===== src/core/dsm_pkg.sv =====
// Package: constants and types of the drive device state machine
package dsm_pkg;

  // ************************************************************
  // Object indices and identifiers
  // ************************************************************
  localparam logic [15:0] CMD_WORD_INDEX   = 16'h6040; // Command word object
  localparam logic [15:0] MODES_OBJ_INDEX  = 16'h6060; // Modes of operation object
  localparam logic [15:0] TARGET_VEL_INDEX = 16'h6042; // Target velocity object

  // ************************************************************
  // Control source selector and configuration values
  // ************************************************************
  localparam logic [5:0] CTRL_SRC_STATE_MACHINE = 6'h01; // Selector value 1
  localparam logic [7:0] CFG_MOTION_LOW         = 8'h40; // Config ending x40
  localparam logic [7:0] MODE_VELOCITY          = 8'h02; // Velocity mode, fixed value 2

  // ************************************************************
  // Command word bit positions
  // ************************************************************
  localparam int CW_SWITCH_ON   = 0;
  localparam int CW_ENABLE_VOLT = 1;
  localparam int CW_QUICK_STOP  = 2;
  localparam int CW_ENABLE_OP   = 3;
  localparam int CW_MODE_LO     = 4; // Mode-specific bits 4..6
  localparam int CW_MODE_HI     = 6;
  localparam int CW_FAULT_RESET = 7;
  localparam int CW_HALT        = 8;

  // ************************************************************
  // State word bit positions
  // ************************************************************
  localparam int SW_READY       = 0;
  localparam int SW_SWITCHED_ON = 1;
  localparam int SW_OP_ENABLED  = 2;
  localparam int SW_FAULT       = 3;
  localparam int SW_MAINS       = 4;
  localparam int SW_QS_N        = 5;
  localparam int SW_SO_DISABLED = 6;
  localparam int SW_WARNING     = 7;
  localparam int SW_REMOTE      = 9;
  localparam int SW_TARGET      = 10;
  localparam int SW_LIMIT       = 11;
  localparam int SW_MODE_LO     = 12; // Mode-specific bits 12..13
  localparam int SW_MODE_HI     = 13;
  localparam int SW_WARNING2    = 15;

  // ************************************************************
  // Reset values and widths
  // ************************************************************
  localparam logic [15:0] CMD_WORD_RESET = 16'h0000; // Command word after reset
  localparam int          VAL_W          = 16;       // Reference/actual width

  // State machine states
  typedef enum logic [2:0] {
    ST_SO_DISABLED,
    ST_READY,
    ST_SWITCHED_ON,
    ST_OP_ENABLED,
    ST_QUICK_STOP,
    ST_FAULT_REACT,
    ST_FAULT
  } dsm_state_e;

endpackage : dsm_pkg


===== src/core/dsm_device.sv =====
// Top: device-control state machine of a motor drive
`timescale 1ns/1ps
`default_nettype none
//
// Behaviour
// - Command word used only under selector 1
// - Motion config: enable needs safe release
// - Other configs: release plus a start input
// - Command bits 9 to 15 ignored, except as motion high byte
// - Mode bits and halt only in motion
// - Bit 4 shows mains; switch-on needs mains
// - Bits 0-3 encode shutdown, switch on, enable
// - Disable voltage, quick stop, fault reset edge
// - State word bits encode seven states
// - Motion config: no 4', start inputs ignored
// - Mode object selects motion operating mode
// - Non-motion: 4' allowed only with mains
// - Bit 7 follows any internal warning
// - Bit 9: selector 1 and hardware release
// - Bit 10: target reached within band
// - Non-motion: target velocity ref, 0 Hz case
// - Bit 11 follows internal limiter activity
// - Bit 15 follows pre-fault warnings
// - Non-motion: mode fixed at 2
module dsm_device
  import dsm_pkg::*;
(
  input  wire logic             ref_clk,
  input  wire logic             rst,
  // Command word and modes object write ports
  input  wire logic             cmdWrite,        // Write strobe for command word
  input  wire logic [15:0]      cmdData,         // Written command word
  input  wire logic             modeWrite,       // Write strobe for modes object
  input  wire logic [7:0]       modeData,        // Written mode value
  // Configuration
  input  wire logic [5:0]       ctrlSource,      // Control source selector
  input  wire logic [7:0]       configLow,       // Low part of configuration number
  // Hardware release inputs
  input  wire logic             torque_off_a,
  input  wire logic             torque_off_b,
  input  wire logic             start_cw_input,
  input  wire logic             start_ccw_input,
  // Drive status sources
  input  wire logic             mainsOn,         // Mains voltage present
  input  wire logic             driveFault,      // Fault detected
  input  wire logic             faultReactDone,  // Fault reaction finished
  input  wire logic             stopDone,        // Quick stop ramp finished
  input  wire logic             warnAny,         // Any internal warning
  input  wire logic             warnPreFault,    // Pre-fault warning
  input  wire logic             limitActive,     // Internal limiter active
  input  wire logic [1:0]       modeStatus,      // Mode-specific status bits
  input  wire logic [VAL_W-1:0] actualValue,     // Actual value
  input  wire logic [VAL_W-1:0] targetVelocity,  // Target velocity object
  input  wire logic [VAL_W-1:0] motionReference, // Motion reference value
  input  wire logic [VAL_W-1:0] tolerance,       // Control deviation band
  input  wire logic             pwrFailZero,     // Power-fail regulation at 0 Hz
  // Outputs
  output logic [15:0]           stateWord,       // State word
  output logic [15:0]           cmdWordRead,     // Command word read back
  output logic [7:0]            modeDisplay,     // Modes of operation display
  output logic [2:0]            motionBits,      // Mode-specific command bits
  output logic                  haltOut,         // Halt to motion profile
  output logic [7:0]            motionHighByte,  // High byte for motion start
  output logic                  powerStageOn     // Power stage enabled
);

  // ************************************************************
  // Declarations
  // ************************************************************
  dsm_state_e  state_r, state_nxt;         // Device state
  logic [15:0] cmd_r, cmd_nxt;             // Stored command word
  logic        frPrev_r, frPrev_nxt;       // Previous fault reset bit
  logic [7:0]  mode_r, mode_nxt;           // Operating mode
  logic [15:0] sw_r, sw_nxt;               // State word register
  logic [2:0]  mbits_r, mbits_nxt;         // Mode-specific command out
  logic        halt_r, halt_nxt;           // Halt out
  logic [7:0]  hiByte_r, hiByte_nxt;       // High byte out
  logic        pwr_r, pwr_nxt;             // Power stage out
  logic        isMotion;                   // Motion-control configuration
  logic        smCtrl;                     // State-machine control selected
  logic        safeRelease;                // Safe release input
  logic        enableOk;                   // Hardware release present
  logic        faultResetEdge;             // Rising edge of fault reset
  logic        targetHit;                  // Comparator result
  logic [VAL_W-1:0] refSel;                // Selected reference

  assign isMotion    = (configLow == CFG_MOTION_LOW);
  assign smCtrl      = (ctrlSource == CTRL_SRC_STATE_MACHINE);
  assign safeRelease = torque_off_a & torque_off_b;
  // Start inputs matter only outside motion config; tying them on
  // reduces release to the safe input alone
  always_comb begin
    if (isMotion) begin
      enableOk = safeRelease;
    end else begin
      // Mains gating belongs to 4' and 3 only, not to transition 4
      enableOk = safeRelease & (start_cw_input | start_ccw_input);
    end
  end
  assign faultResetEdge = cmd_r[CW_FAULT_RESET] & ~frPrev_r;

  // ************************************************************
  // Target-reached comparator
  // ************************************************************
  assign refSel = isMotion ? motionReference : targetVelocity;
  dsm_target_cmp u_target (
    .ref_clk     (ref_clk),
    .rst         (rst),
    .refValue    (refSel),
    .actValue    (actualValue),
    .tolerance   (tolerance),
    .pwrFailZero (pwrFailZero & ~isMotion),
    .reached     (targetHit)
  );

  // ************************************************************
  // Command and mode object storage
  // ************************************************************
  // Command writes always store, mode writes only in motion config; whether they steer the drive is decided by
  // the selector, so a switch of source takes effect at once
  always_comb begin
    cmd_nxt    = cmd_r;
    mode_nxt   = mode_r;
    frPrev_nxt = cmd_r[CW_FAULT_RESET];
    if (cmdWrite) begin
      cmd_nxt = cmdData;
    end
    if (!isMotion) begin
      mode_nxt = MODE_VELOCITY;
    end else if (modeWrite) begin
      mode_nxt = modeData;
    end
  end

  always_ff @(posedge ref_clk or posedge rst) begin
    if (rst) begin
      cmd_r    <= CMD_WORD_RESET;
      mode_r   <= MODE_VELOCITY;
      frPrev_r <= 1'b0;
    end else begin
      cmd_r    <= cmd_nxt;
      mode_r   <= mode_nxt;
      frPrev_r <= frPrev_nxt;
    end
  end

  // ************************************************************
  // Device state machine
  // ************************************************************
  // Only bits 0-3 and 7 are decoded; bits 9-15 never reach here
  always_comb begin
    logic sOn, eV, qS, eO;
    sOn = cmd_r[CW_SWITCH_ON];
    eV  = cmd_r[CW_ENABLE_VOLT];
    qS  = cmd_r[CW_QUICK_STOP];
    eO  = cmd_r[CW_ENABLE_OP];
    state_nxt = state_r;
    if (driveFault && state_r != ST_FAULT && state_r != ST_FAULT_REACT) begin
      state_nxt = ST_FAULT_REACT;
    end else begin
      case (state_r)
        ST_FAULT_REACT: begin
          if (faultReactDone) state_nxt = ST_FAULT;
        end
        ST_FAULT: begin
          if (smCtrl && faultResetEdge) state_nxt = ST_SO_DISABLED;
        end
        ST_SO_DISABLED: begin
          if (smCtrl && eV && qS && !sOn) state_nxt = ST_READY;   // 2
        end
        ST_READY: begin
          if (!smCtrl) state_nxt = ST_READY;
          else if (!eV || !qS) state_nxt = ST_SO_DISABLED;        // 7
          // 4' is tested first, else the switch-on branch would shadow it
          else if (!isMotion && sOn && eO && enableOk && mainsOn)
            state_nxt = ST_OP_ENABLED;                            // 4'
          else if (sOn && mainsOn) state_nxt = ST_SWITCHED_ON;    // 3
        end
        ST_SWITCHED_ON: begin
          if (!smCtrl) state_nxt = ST_SWITCHED_ON;
          else if (!eV || !qS) state_nxt = ST_SO_DISABLED;        // 10
          else if (!sOn) state_nxt = ST_READY;                    // 6
          else if (eO && enableOk) state_nxt = ST_OP_ENABLED;     // 4
        end
        ST_OP_ENABLED: begin
          if (!smCtrl) state_nxt = ST_OP_ENABLED;
          else if (!eV) state_nxt = ST_SO_DISABLED;               // 9
          else if (!qS) state_nxt = ST_QUICK_STOP;                // 11
          else if (!sOn) state_nxt = ST_READY;                    // 8
          else if (!eO) state_nxt = ST_SWITCHED_ON;               // 5
        end
        ST_QUICK_STOP: begin
          if (stopDone || (smCtrl && !eV)) state_nxt = ST_SO_DISABLED; // 12
        end
        default: state_nxt = ST_SO_DISABLED;
      endcase
    end
  end

  always_ff @(posedge ref_clk or posedge rst) begin
    if (rst) begin
      state_r <= ST_SO_DISABLED;
    end else begin
      state_r <= state_nxt;
    end
  end

  // ************************************************************
  // State word and outputs
  // ************************************************************
  always_comb begin
    sw_nxt = 16'h0000;
    case (state_nxt)
      ST_SO_DISABLED: sw_nxt[SW_SO_DISABLED] = 1'b1;
      ST_READY:       sw_nxt[SW_QS_N] = 1'b1;
      ST_SWITCHED_ON: sw_nxt[SW_QS_N] = 1'b1;
      ST_OP_ENABLED:  sw_nxt[SW_QS_N] = 1'b1;
      ST_FAULT_REACT: sw_nxt[SW_FAULT] = 1'b1;
      ST_FAULT:       sw_nxt[SW_FAULT] = 1'b1;
      default:        sw_nxt[SW_QS_N] = 1'b0;
    endcase
    if (state_nxt inside {ST_READY, ST_SWITCHED_ON, ST_OP_ENABLED,
                          ST_QUICK_STOP, ST_FAULT_REACT}) begin
      sw_nxt[SW_READY] = 1'b1;
    end
    if (state_nxt inside {ST_SWITCHED_ON, ST_OP_ENABLED,
                          ST_QUICK_STOP, ST_FAULT_REACT}) begin
      sw_nxt[SW_SWITCHED_ON] = 1'b1;
    end
    if (state_nxt inside {ST_OP_ENABLED, ST_QUICK_STOP, ST_FAULT_REACT}) begin
      sw_nxt[SW_OP_ENABLED] = 1'b1;
    end
    sw_nxt[SW_MAINS]    = mainsOn;
    sw_nxt[SW_WARNING]  = warnAny;
    // Release outside motion config includes a start input
    sw_nxt[SW_REMOTE]   = smCtrl & enableOk;
    sw_nxt[SW_TARGET]   = targetHit;
    sw_nxt[SW_LIMIT]    = limitActive;
    sw_nxt[SW_WARNING2] = warnPreFault;
    if (isMotion) begin
      sw_nxt[SW_MODE_HI:SW_MODE_LO] = modeStatus;
    end
    // Motion-only command fields pass on solely in motion config,
    // and the high byte waits for operation enabled
    mbits_nxt  = (isMotion && smCtrl) ? cmd_r[CW_MODE_HI:CW_MODE_LO] : 3'h0;
    halt_nxt   = isMotion & smCtrl & cmd_r[CW_HALT];
    hiByte_nxt = (isMotion && smCtrl && state_nxt == ST_OP_ENABLED)
               ? cmd_r[15:8] : 8'h00;
    pwr_nxt    = (state_nxt == ST_OP_ENABLED) || (state_nxt == ST_QUICK_STOP);
  end

  always_ff @(posedge ref_clk or posedge rst) begin
    if (rst) begin
      sw_r     <= 16'h0040;
      mbits_r  <= 3'h0;
      halt_r   <= 1'b0;
      hiByte_r <= 8'h00;
      pwr_r    <= 1'b0;
    end else begin
      sw_r     <= sw_nxt;
      mbits_r  <= mbits_nxt;
      halt_r   <= halt_nxt;
      hiByte_r <= hiByte_nxt;
      pwr_r    <= pwr_nxt;
    end
  end

  assign stateWord      = sw_r;
  assign cmdWordRead    = cmd_r;
  assign modeDisplay    = mode_r;
  assign motionBits     = mbits_r;
  assign haltOut        = halt_r;
  assign motionHighByte = hiByte_r;
  assign powerStageOn   = pwr_r;
endmodule : dsm_device
`default_nettype wire


===== src/core/dsm_target_cmp.sv =====
// Target-reached comparator with tolerance band hysteresis
`timescale 1ns/1ps
`default_nettype none
module dsm_target_cmp
  import dsm_pkg::*;
(
  input  wire logic             ref_clk,
  input  wire logic             rst,
  input  wire logic [VAL_W-1:0] refValue,    // Commanded reference (signed)
  input  wire logic [VAL_W-1:0] actValue,    // Actual value (signed)
  input  wire logic [VAL_W-1:0] tolerance,   // Band width, unsigned
  input  wire logic             pwrFailZero, // Power-failure regulation at 0 Hz
  output logic                  reached      // Target reached flag
);

  logic             reached_r;   // Held flag
  logic             reached_nxt; // Next flag
  logic [VAL_W:0]   diffAbs;     // Magnitude of deviation

  // ************************************************************
  // Deviation and hysteresis
  // ************************************************************
  // Set inside band, clear only outside twice the band, so the
  // flag does not chatter at the band edge
  always_comb begin
    logic signed [VAL_W:0] d;
    d = '0;
    d = $signed({refValue[VAL_W-1], refValue}) - $signed({actValue[VAL_W-1], actValue});
    diffAbs = d[VAL_W] ? (VAL_W+1)'(0) - d : d;
    reached_nxt = reached_r;
    if (pwrFailZero) begin
      reached_nxt = 1'b1;
    end else if (diffAbs <= {1'b0, tolerance}) begin
      reached_nxt = 1'b1;
    end else if (diffAbs > {tolerance, 1'b0}) begin
      reached_nxt = 1'b0;
    end
  end

  // Register only
  always_ff @(posedge ref_clk or posedge rst) begin
    if (rst) begin
      reached_r <= 1'b0;
    end else begin
      reached_r <= reached_nxt;
    end
  end

  assign reached = reached_r;

endmodule : dsm_target_cmp
`default_nettype wire


===== config.mk =====
export PLATFORM = sky130hd
export DESIGN_NAME = dsm_device
export DESIGN_NICKNAME = d
export VERILOG_FILES = /design/src/core/dsm_pkg.sv /design/src/core/dsm_device.sv /design/src/core/dsm_target_cmp.sv
export SDC_FILE = /design/constraint.sdc
export NUM_CORES = 1
export LEC_CHECK = 0
export BUFFER_PORTS_ARGS = -buffer_cell sky130_fd_sc_hd__buf_2
export CELL_PAD_IN_SITES_DETAIL_PLACEMENT = 0
export CELL_PAD_IN_SITES_GLOBAL_PLACEMENT = 1
export CORE_MARGIN = 4
export CORE_UTILIZATION = 37
export CTS_BUF_LIST = sky130_fd_sc_hd__clkbuf_8
export DETAILED_ROUTE_END_ITERATION = 16
export GPL_TIMING_DRIVEN = 1
export PLACE_DENSITY = 0.87
export SYNTH_ARGS = -nofsm -noshare
export SYNTH_HDL_FRONTEND = slang
export SYNTH_SLANG_ARGS = --single-unit

===== constraint.sdc =====
create_clock -name ref_clk -period 2 [get_ports ref_clk]
set_input_delay 0 -clock ref_clk [delete_from_list [all_inputs] [get_ports ref_clk]]
set_output_delay 0 -clock ref_clk [all_outputs]
set_load 0.05 [all_outputs]

==> load_flow_metrics.sql, run 1 <==
INSERT INTO impl_metrics (metric_group, metric, value, unit) VALUES
('cts', 'clk_latency', '0.31', 'ns'),
('pwr', 'fin_total_pwr', '5.15', 'mW'),
('outcome', 'outcome', 'complete, but fails checks', ''),
('critical_path', 'timing.critical_path.slowest_stage_cell', 'sky130_fd_sc_hd__a2111oi_4', ''),
('timing', 'maxSlewViolCount', '0', ''),
('critical_path', 'critPathKind', 'input pin to flop', ''),
('cts', 'clock-sinks', '56', ''),
('finish', 'instances_no_fill', '1033', ''),
('timing', 'final-hold-violation-count', '0', ''),
('timing', 'finalSetupViolations', '1', ''),
('timing', 'timing.final.crit_period', '4.15', 'ns'),
('timing', 'rsz0062_at_grt', 'yes', ''),
('route', 'vias_per_cell', '4.93', ''),
('grt', 'antenna_found_initial', '1', ''),
('floorplan', 'row_count', '40', ''),
('critical_path', 'crit_path_start', 'configLow[5]', ''),
('cts', 'cts.clk_slew.worst_paths', '0.10', 'ns'),
('critical_path', 'arrival_time_of_data_at_the_critical_path_endpoint', '4.35', 'ns'),
('worst_hold_path', 'worst_min_delay_path_startpoint', 'pwrFailZero', ''),
('route', 'drc', '0', ''),
('pwr', 'vdd_drop_max', '0.431', 'mV'),
('synthesis', 'netlist_area', '4560', 'um^2'),
('finish', 'sequential_area', '1400', 'um^2'),
('synthesis', 'synth_common_cells', 'sky130_fd_sc_hd__nand2_1, sky130_fd_sc_hd__dfrtp_1, sky130_fd_sc_hd__ha_1', ''),
('synthesis', 'synth-async-reset-ratio', '1.00', ''),
('timing', 'finalClockSkew', '0.0114', 'ns'),
('route', 'antenna_violating_nets_post_route', '0', ''),
('pwr', 'power-per-cell-area', '701', 'nW/um^2'),
('critical_path', 'critical_path.startpoint_type', 'input pin', ''),
('synthesis', 'synth_edf_count', '0', ''),
('cts', 'clock_buffer_count_from_cts', '5', ''),
('synthesis', 'yosysTopAreaCellShare', '0.296', ''),
('route', 'detail_route.wirelength', '15.0', 'mm'),
('synthesis', 'synth_top_area_cell', 'sky130_fd_sc_hd__dfrtp_1', ''),
('flow_run', 'max_cap_violations', '0', ''),
('synthesis', 'ys_warn_count', '0', ''),
('critical_path', 'cp_top_family', 'compound AO/OA/AOI/OAI gates', ''),
('synthesis', 'ys_seq_elements', '56', ''),
('route', 'dr.pass1.iters', '4', ''),
('placed_design', 'numPortBuffers', '170', ''),
('timing', 'max_slew.worst_pin.slew', '0.703', 'ns'),
('synthesis', 'avgSynthCellArea', '8.54', 'um^2'),
('placed_design', 'dp_hpwl', '11.5', 'mm'),
('critical_path', 'crit_required', '2.20', 'ns'),
('outcome', 'violations', 'negative setup slack', ''),
('worst_hold_path', 'min-delay-path-class', 'input pin to flop', ''),
('route', 'detail_route.iter0.violations', '209', ''),
('critical_path', 'cp-end-kind', 'flop', ''),
('synthesis', 'ys_types', '67', ''),
('floorplan', 'num_io_pins', '173', ''),
('timing', 'finalWorstSetupSlack', '-2.15', 'ns'),
('cts', 'h-tree-depth', '2', ''),
('timing', 'max_freq', '241', 'MHz'),
('timing', 'maxSlewHeadroom', '0.531', ''),
('cts', 'cts_tree', 'yes', ''),
('placed_design', 'routability_congestion_estimate_from_global_placement', '0.888', ''),
('pwr', 'p_leak', '3.86', 'nW'),
('route', 'routed-via-count', '5088', ''),
('floorplan', 'chipWidth', '119', 'um'),
('finish', 'layout-area-overhead-vs-synth', '61.1', '%'),
('floorplan', 'core-area', '12100', 'um^2'),
('cts', 'cts-root-buf', 'sky130_fd_sc_hd__clkbuf_8', ''),
('grt', 'largest_net_degree_at_the_start_of_global_routing', '57', ''),
('synthesis', 'post-synth-top-count-cell', 'sky130_fd_sc_hd__nand2_1', ''),
('synthesis', 'netlist_top_cells_area', 'sky130_fd_sc_hd__dfrtp_1, sky130_fd_sc_hd__ha_1, sky130_fd_sc_hd__nand2_1', ''),
('cts', 'cts-root-to-sink-buffers', '2', ''),
('floorplan', 'die_height', '119', 'um'),
('critical_path', 'r2r_start', 'cmdWordRead[7]', ''),
('finish', 'filler_cell_count', '991', ''),
('route', 'routed_wire_length_per_instance', '14.5', 'um'),
('synthesis', 'synth_ff_type', 'sky130_fd_sc_hd__dfrtp_1', '');
## logic make-up after synthesis
logic type / share of synthesized area
flops: 0.308
fa+ha+maj: 0.142
xor+xnor: 0.0442
mux: 0.0568
other cells: 0.000822
compound gates: 0.160
buf+inv: 0.0582
simple gates: 0.231
## metrics by stage
step	hold slack, ns	utilization	cell area, um^2	worst slack, ns
3_3_place_gp	0.109	0.539	6500	-2.40
4_1_cts	0.0258	0.589	7110	-2.12
5_1_grt	0.0602	0.609	7350	-2.44
3_5_place_dp	0.115	0.539	6500	-2.58
6_report	0.0438	0.609	7350	-2.15
2_1_floorplan	0.0314	-	4670	-2.11
## where the power goes
group          internal (mW)  switching (mW)
clock                  0.381           0.395
sequential              1.27           0.122
combinational           1.41            1.57
total                   3.06            2.09
## state kept, by name, indices dropped and copies added, names as in the netlist
| name | count |
|---|---|
| cmdWordRead | 16 |
| stateWord | 14 |
| modeDisplay | 8 |
| motionHighByte | 8 |
| motionBits | 3 |
| state_r | 3 |
| frPrev_r | 1 |
| haltOut | 1 |
| powerStageOn | 1 |
| u_target.reached | 1 |
## cell usage in the layout, fill, tap and decap left out, types with 7 or more instances in the layout
cell type	netlist	routed
sky130_fd_sc_hd__a21o_1	8	8
sky130_fd_sc_hd__a21oi_1	30	24
sky130_fd_sc_hd__and2_1	17	15
sky130_fd_sc_hd__buf_2	2	167
sky130_fd_sc_hd__buf_4	2	133
sky130_fd_sc_hd__buf_6	1	9
sky130_fd_sc_hd__dfrtp_1	54	54
sky130_fd_sc_hd__dlygate4sd3_1	0	32
sky130_fd_sc_hd__ha_1	50	47
sky130_fd_sc_hd__inv_1	46	43
sky130_fd_sc_hd__mux2_2	15	15
sky130_fd_sc_hd__mux2i_1	9	8
sky130_fd_sc_hd__nand2_1	70	65
sky130_fd_sc_hd__nand3_1	14	13
sky130_fd_sc_hd__nand4_1	10	10
sky130_fd_sc_hd__nor2_1	44	43
sky130_fd_sc_hd__o21ai_0	15	10
sky130_fd_sc_hd__xnor2_1	10	7
sky130_fd_sc_hd__xor2_1	13	12
## worst min-delay path: cells and delay by family
kind / cells / cell delay (ns)
buffers and inverters: 1 / 0.09
AOI/OAI and AO/OA: 2 / 0.23
## routing by layer
layer	GRT usage	routed length (um)	part of all wire
met1	0.241	6210	0.41
met2	0.371	7680	0.51
met3	0.0461	834	0.056
met4	0.0471	277	0.018
met5	0	0	0
## repair_timing
item / 4_1_cts / 5_1_grt
hold buffers: 32 / 0
buffers inserted: 12 / 8
gates cloned: 0 / 1
endpoints found under the setup margin: 1 / 11
pin swaps: 25 / 28
hold endpoints to repair: 85 / 0
gates resized for setup: 19 / 37
## cell type report
type,count,area share
Antenna cell,1,0.000341
Sequential cell,56,0.191
Clock inverter,3,0.00630
Tap cell,168,0.0286
Timing Repair Buffer,341,0.307
Clock buffer,5,0.00937
Multi-Input combinational cell,413,0.434
Inverter,46,0.0235
## final timing paths
| kind | to | slack (ns) | depth (start not counted) |
|---|---|---|---|
| worst max-delay path | u_target.reached | -2.15 | 26 |
| worst min-delay path | u_target.reached | 0.04 | 3 |
| worst max register to register | stateWord[0] | 0.16 | 6 |
| worst min register to register | stateWord[10] | 0.42 | 0 |
| max in group asynchronous | state_r[1] | 1.04 | 4 |
| min in group asynchronous | motionHighByte[6] | 0.48 | 4 |
Note: power is estimated with default switching activity, not from simulation.
==> run 2, diff against run 1 <==
--- a/config.mk
+++ b/config.mk
@@ -10,9 +10,9 @@
 export CELL_PAD_IN_SITES_GLOBAL_PLACEMENT = 1
 export CORE_MARGIN = 4
-export CORE_UTILIZATION = 37
-export CTS_BUF_LIST = sky130_fd_sc_hd__clkbuf_8
+export CORE_UTILIZATION = 36
+export CTS_BUF_LIST = sky130_fd_sc_hd__clkbuf_8 sky130_fd_sc_hd__clkbuf_16
 export DETAILED_ROUTE_END_ITERATION = 16
 export GPL_TIMING_DRIVEN = 1
-export PLACE_DENSITY = 0.87
+export PLACE_DENSITY = 0.85
 export SYNTH_ARGS = -nofsm -noshare
 export SYNTH_HDL_FRONTEND = slang
==> constraint.sdc (replaced) <==
create_clock -name ref_clk -period 2 [get_ports ref_clk]
set_input_delay 0.1 -clock ref_clk [delete_from_list [all_inputs] [get_ports ref_clk]]
set_output_delay 0.1 -clock ref_clk [all_outputs]
set_load 0.05 [all_outputs]
==> run 2 against run 1 <==
The run still ends with negative setup slack left. Flip-flop and latch count unchanged. Clock power increased by 18%. Critical path depth unchanged. Via count decreased by 2.7%. Combinational power decreased by 6%. Utilization decreased by 3.3 points. Design area decreased by 4.2%. Die area increased by 2.6%. Setup slack got worse by 0.17 ns. First-iteration DRC count increased by 4.3%. Critical endpoint unchanged. Largest cell class unchanged.
==> load_flow_metrics.sql, run 2 (same netlist as run 1, synthesis figures left out) <==
INSERT INTO impl_metrics (metric_group, metric, value, unit) VALUES
('timing', 'finalSetupViolations', '15', ''),
('route', 'detail_route.wirelength', '14.9', 'mm'),
('route', 'drc', '0', ''),
('pwr', 'p_leak', '3.72', 'nW'),
('finish', 'largest_register_ff_count', '16', ''),
('pwr', 'vdd_drop_max', '0.601', 'mV'),
('timing', 'rsz0062_at_grt', 'yes', ''),
('cts', 'clock_buffer_count_from_cts', '5', ''),
('route', 'dr.pass1.iters', '4', ''),
('floorplan', 'die_height', '121', 'um'),
('timing', 'timing.final.crit_period', '4.32', 'ns'),
('timing', 'max_slew.worst_pin.slew', '0.660', 'ns'),
('placed_design', 'numPortBuffers', '170', ''),
('grt', 'track_usage', '0.198', ''),
('grt', 'antenna_found_initial', '0', ''),
('placed_design', 'setup_slack_after_placement', '-2.66', 'ns'),
('timing', 'maxSlewHeadroom', '0.555', ''),
('floorplan', 'initial_core_util', '0.373', ''),
('grt', 'global_route.overflow_total', '0', ''),
('cts', 'clk_latency', '0.30', 'ns'),
('cts', 'cts-root-to-sink-buffers', '2', ''),
('timing', 'timing.final.crit_share', '2.16', ''),
('placed_design', 'placed_cells', '959', ''),
('grt', 'use_met1', '0.233', ''),
('critical_path', 'delay_of_the_slowest_cell_on_the_worst_path', '0.38', 'ns'),
('timing', 'finalWorstSetupSlack', '-2.32', 'ns'),
('critical_path', 'critical_path_peak_fanout', '8', ''),
('cts', 'h-tree-depth', '2', ''),
('timing', 'worst_hold_margin', '0.0192', 'ns'),
('cts', 'cts.clk_slew.worst_paths', '0.07', 'ns'),
('worst_hold_path', 'min-delay-path-class', 'input pin to flop', ''),
('grt', 'most_crowded_layer_after_global_routing', 'met2', ''),
('placed_design', 'routability_congestion_estimate_from_global_placement', '0.929', ''),
('finish', 'drive_gt1_frac', '0.461', ''),
('cts', 'cts_tree', 'yes', ''),
('finish', 'layout.cells.most_common', 'sky130_fd_sc_hd__buf_2', ''),
('finish', 'antenna_cells_inserted', '0', ''),
('floorplan', 'num_io_pins', '173', ''),
('floorplan', 'row_count', '40', ''),
('grt', 'grt_pass1_vias', '5201', ''),
('outcome', 'outcome', 'complete, but fails checks', ''),
('grt', 'globalRouteMet2Util', '0.365', ''),
('floorplan', 'die_area', '14500', 'um^2'),
('grt', 'grt_util_met3', '0.0449', ''),
('pwr', 'fin_total_pwr', '5.13', 'mW'),
('floorplan', 'core-area', '12200', 'um^2'),
('grt', 'global_route_wire_length_before_repair', '23.7', 'mm'),
('finish', 'final_cell_mix', 'sky130_fd_sc_hd__buf_2, sky130_fd_sc_hd__buf_4, sky130_fd_sc_hd__nand2_1', ''),
('floorplan', 'chipWidth', '121', 'um'),
('finish', 'instances_no_fill', '991', ''),
('route', 'routed-via-count', '4951', ''),
('cts', 'cts-root-buf', 'sky130_fd_sc_hd__clkbuf_16', ''),
('route', 'detail_route.iter0.violations', '218', ''),
('route', 'antenna_violating_nets_post_route', '0', ''),
('timing', 'finalClockSkew', '0.00981', 'ns'),
('finish', 'layout.nets', '993', ''),
('critical_path', 'arrival_time_of_data_at_the_critical_path_endpoint', '4.50', 'ns'),
('pwr', 'power-per-cell-area', '729', 'nW/um^2'),
('critical_path', 'crit_required', '2.18', 'ns'),
('timing', 'maxSlewViolCount', '0', ''),
('critical_path', 'cp-end-kind', 'flop', ''),
('cts', 'clock-sinks', '56', ''),
('outcome', 'violations', 'negative setup slack', ''),
('finish', 'layout-area-overhead-vs-synth', '54.3', '%'),
('critical_path', 'timing.critical_path.mode_cell', 'sky130_fd_sc_hd__a22o_1', ''),
('grt', 'largest_net_degree_at_the_start_of_global_routing', '57', ''),
('critical_path', 'critical_path.startpoint_type', 'input pin', ''),
('flow_run', 'max_cap_violations', '0', ''),
('timing', 'finalSetupTns', '-5.81', 'ns'),
('route', 'routed_wire_length_per_instance', '15.0', 'um'),
('critical_path', 'critPathKind', 'input pin to flop', ''),
('timing', 'max_freq', '232', 'MHz'),
('placed_design', 'dp_hpwl', '12.3', 'mm'),
('critical_path', 'timing.critical_path.slowest_stage_cell', 'sky130_fd_sc_hd__nor4_4', ''),
('route', 'vias_per_cell', '5.00', ''),
('timing', 'final-hold-violation-count', '0', '');
==> run 2: layout make-up <==
type / instances / area [um^2]
Fill cell: 1122 / 5170
Multi-Input combinational cell: 413 / 3170
Timing Repair Buffer: 300 / 1930
Sequential cell: 56 / 1400
Tap cell: 168 / 210
Inverter: 46 / 173
Clock buffer: 5 / 125
Clock inverter: 3 / 28.8
==> run 2: layer usage <==
layer | part of all wire | routed length (um) | vias to the layer above
met2 | 0.52 | 7690 | 157
met1 | 0.40 | 5910 | 2336
met5 | 0 | 0 | -
met4 | 0.011 | 164 | 0
met3 | 0.075 | 1110 | 15
li1 | - | - | 2443
==> run 2: metrics by stage <==
| step | cell area, um^2 | util |
|---|---|---|
| floorplan | 4670 | - |
| global placement | 6430 | 0.527 |
| detailed placement | 6430 | 0.527 |
| CTS | 6670 | 0.546 |
| global route | 7040 | 0.576 |
| finish | 7040 | 0.576 |
==> run 2: path summary, 6_finish.rpt <==
kind	startpoint	endpoint	slack, ns	cells past startpoint
max in group asynchronous	rst	stateWord[6]	1.30	4
worst max register to register	state_r[1]	motionHighByte[1]	0.15	4
worst min register to register	u_target.reached	stateWord[10]	0.40	0
min in group asynchronous	rst	modeDisplay[6]	0.40	4
worst max-delay path	configLow[1]	u_target.reached	-2.32	26
worst min-delay path	cmdData[0]	cmdWordRead[0]	0.02	3
==> run 2: critical path: cells and delay by family <==
family | cells | cell delay, ns
compound gates | 11 | 1.89
xor+xnor | 1 | 0.15
buf+inv | 4 | 0.42
simple gates | 8 | 1.24
fa+ha+maj | 2 | 0.67
==> run 2: power by group <==
part	switching, mW	internal, mW
clock network	0.430	0.483
registers	0.136	1.27
logic	1.52	1.29
==> run 2: repair_timing <==
item                       4_1_cts  5_1_grt
setup endpoints to repair        2       14
gates cloned                     0        1
pin swaps                        5       27
buffers inserted                 2       16
hold endpoints to repair        58        0
hold buffers                     5        0
gates resized for setup          5       61
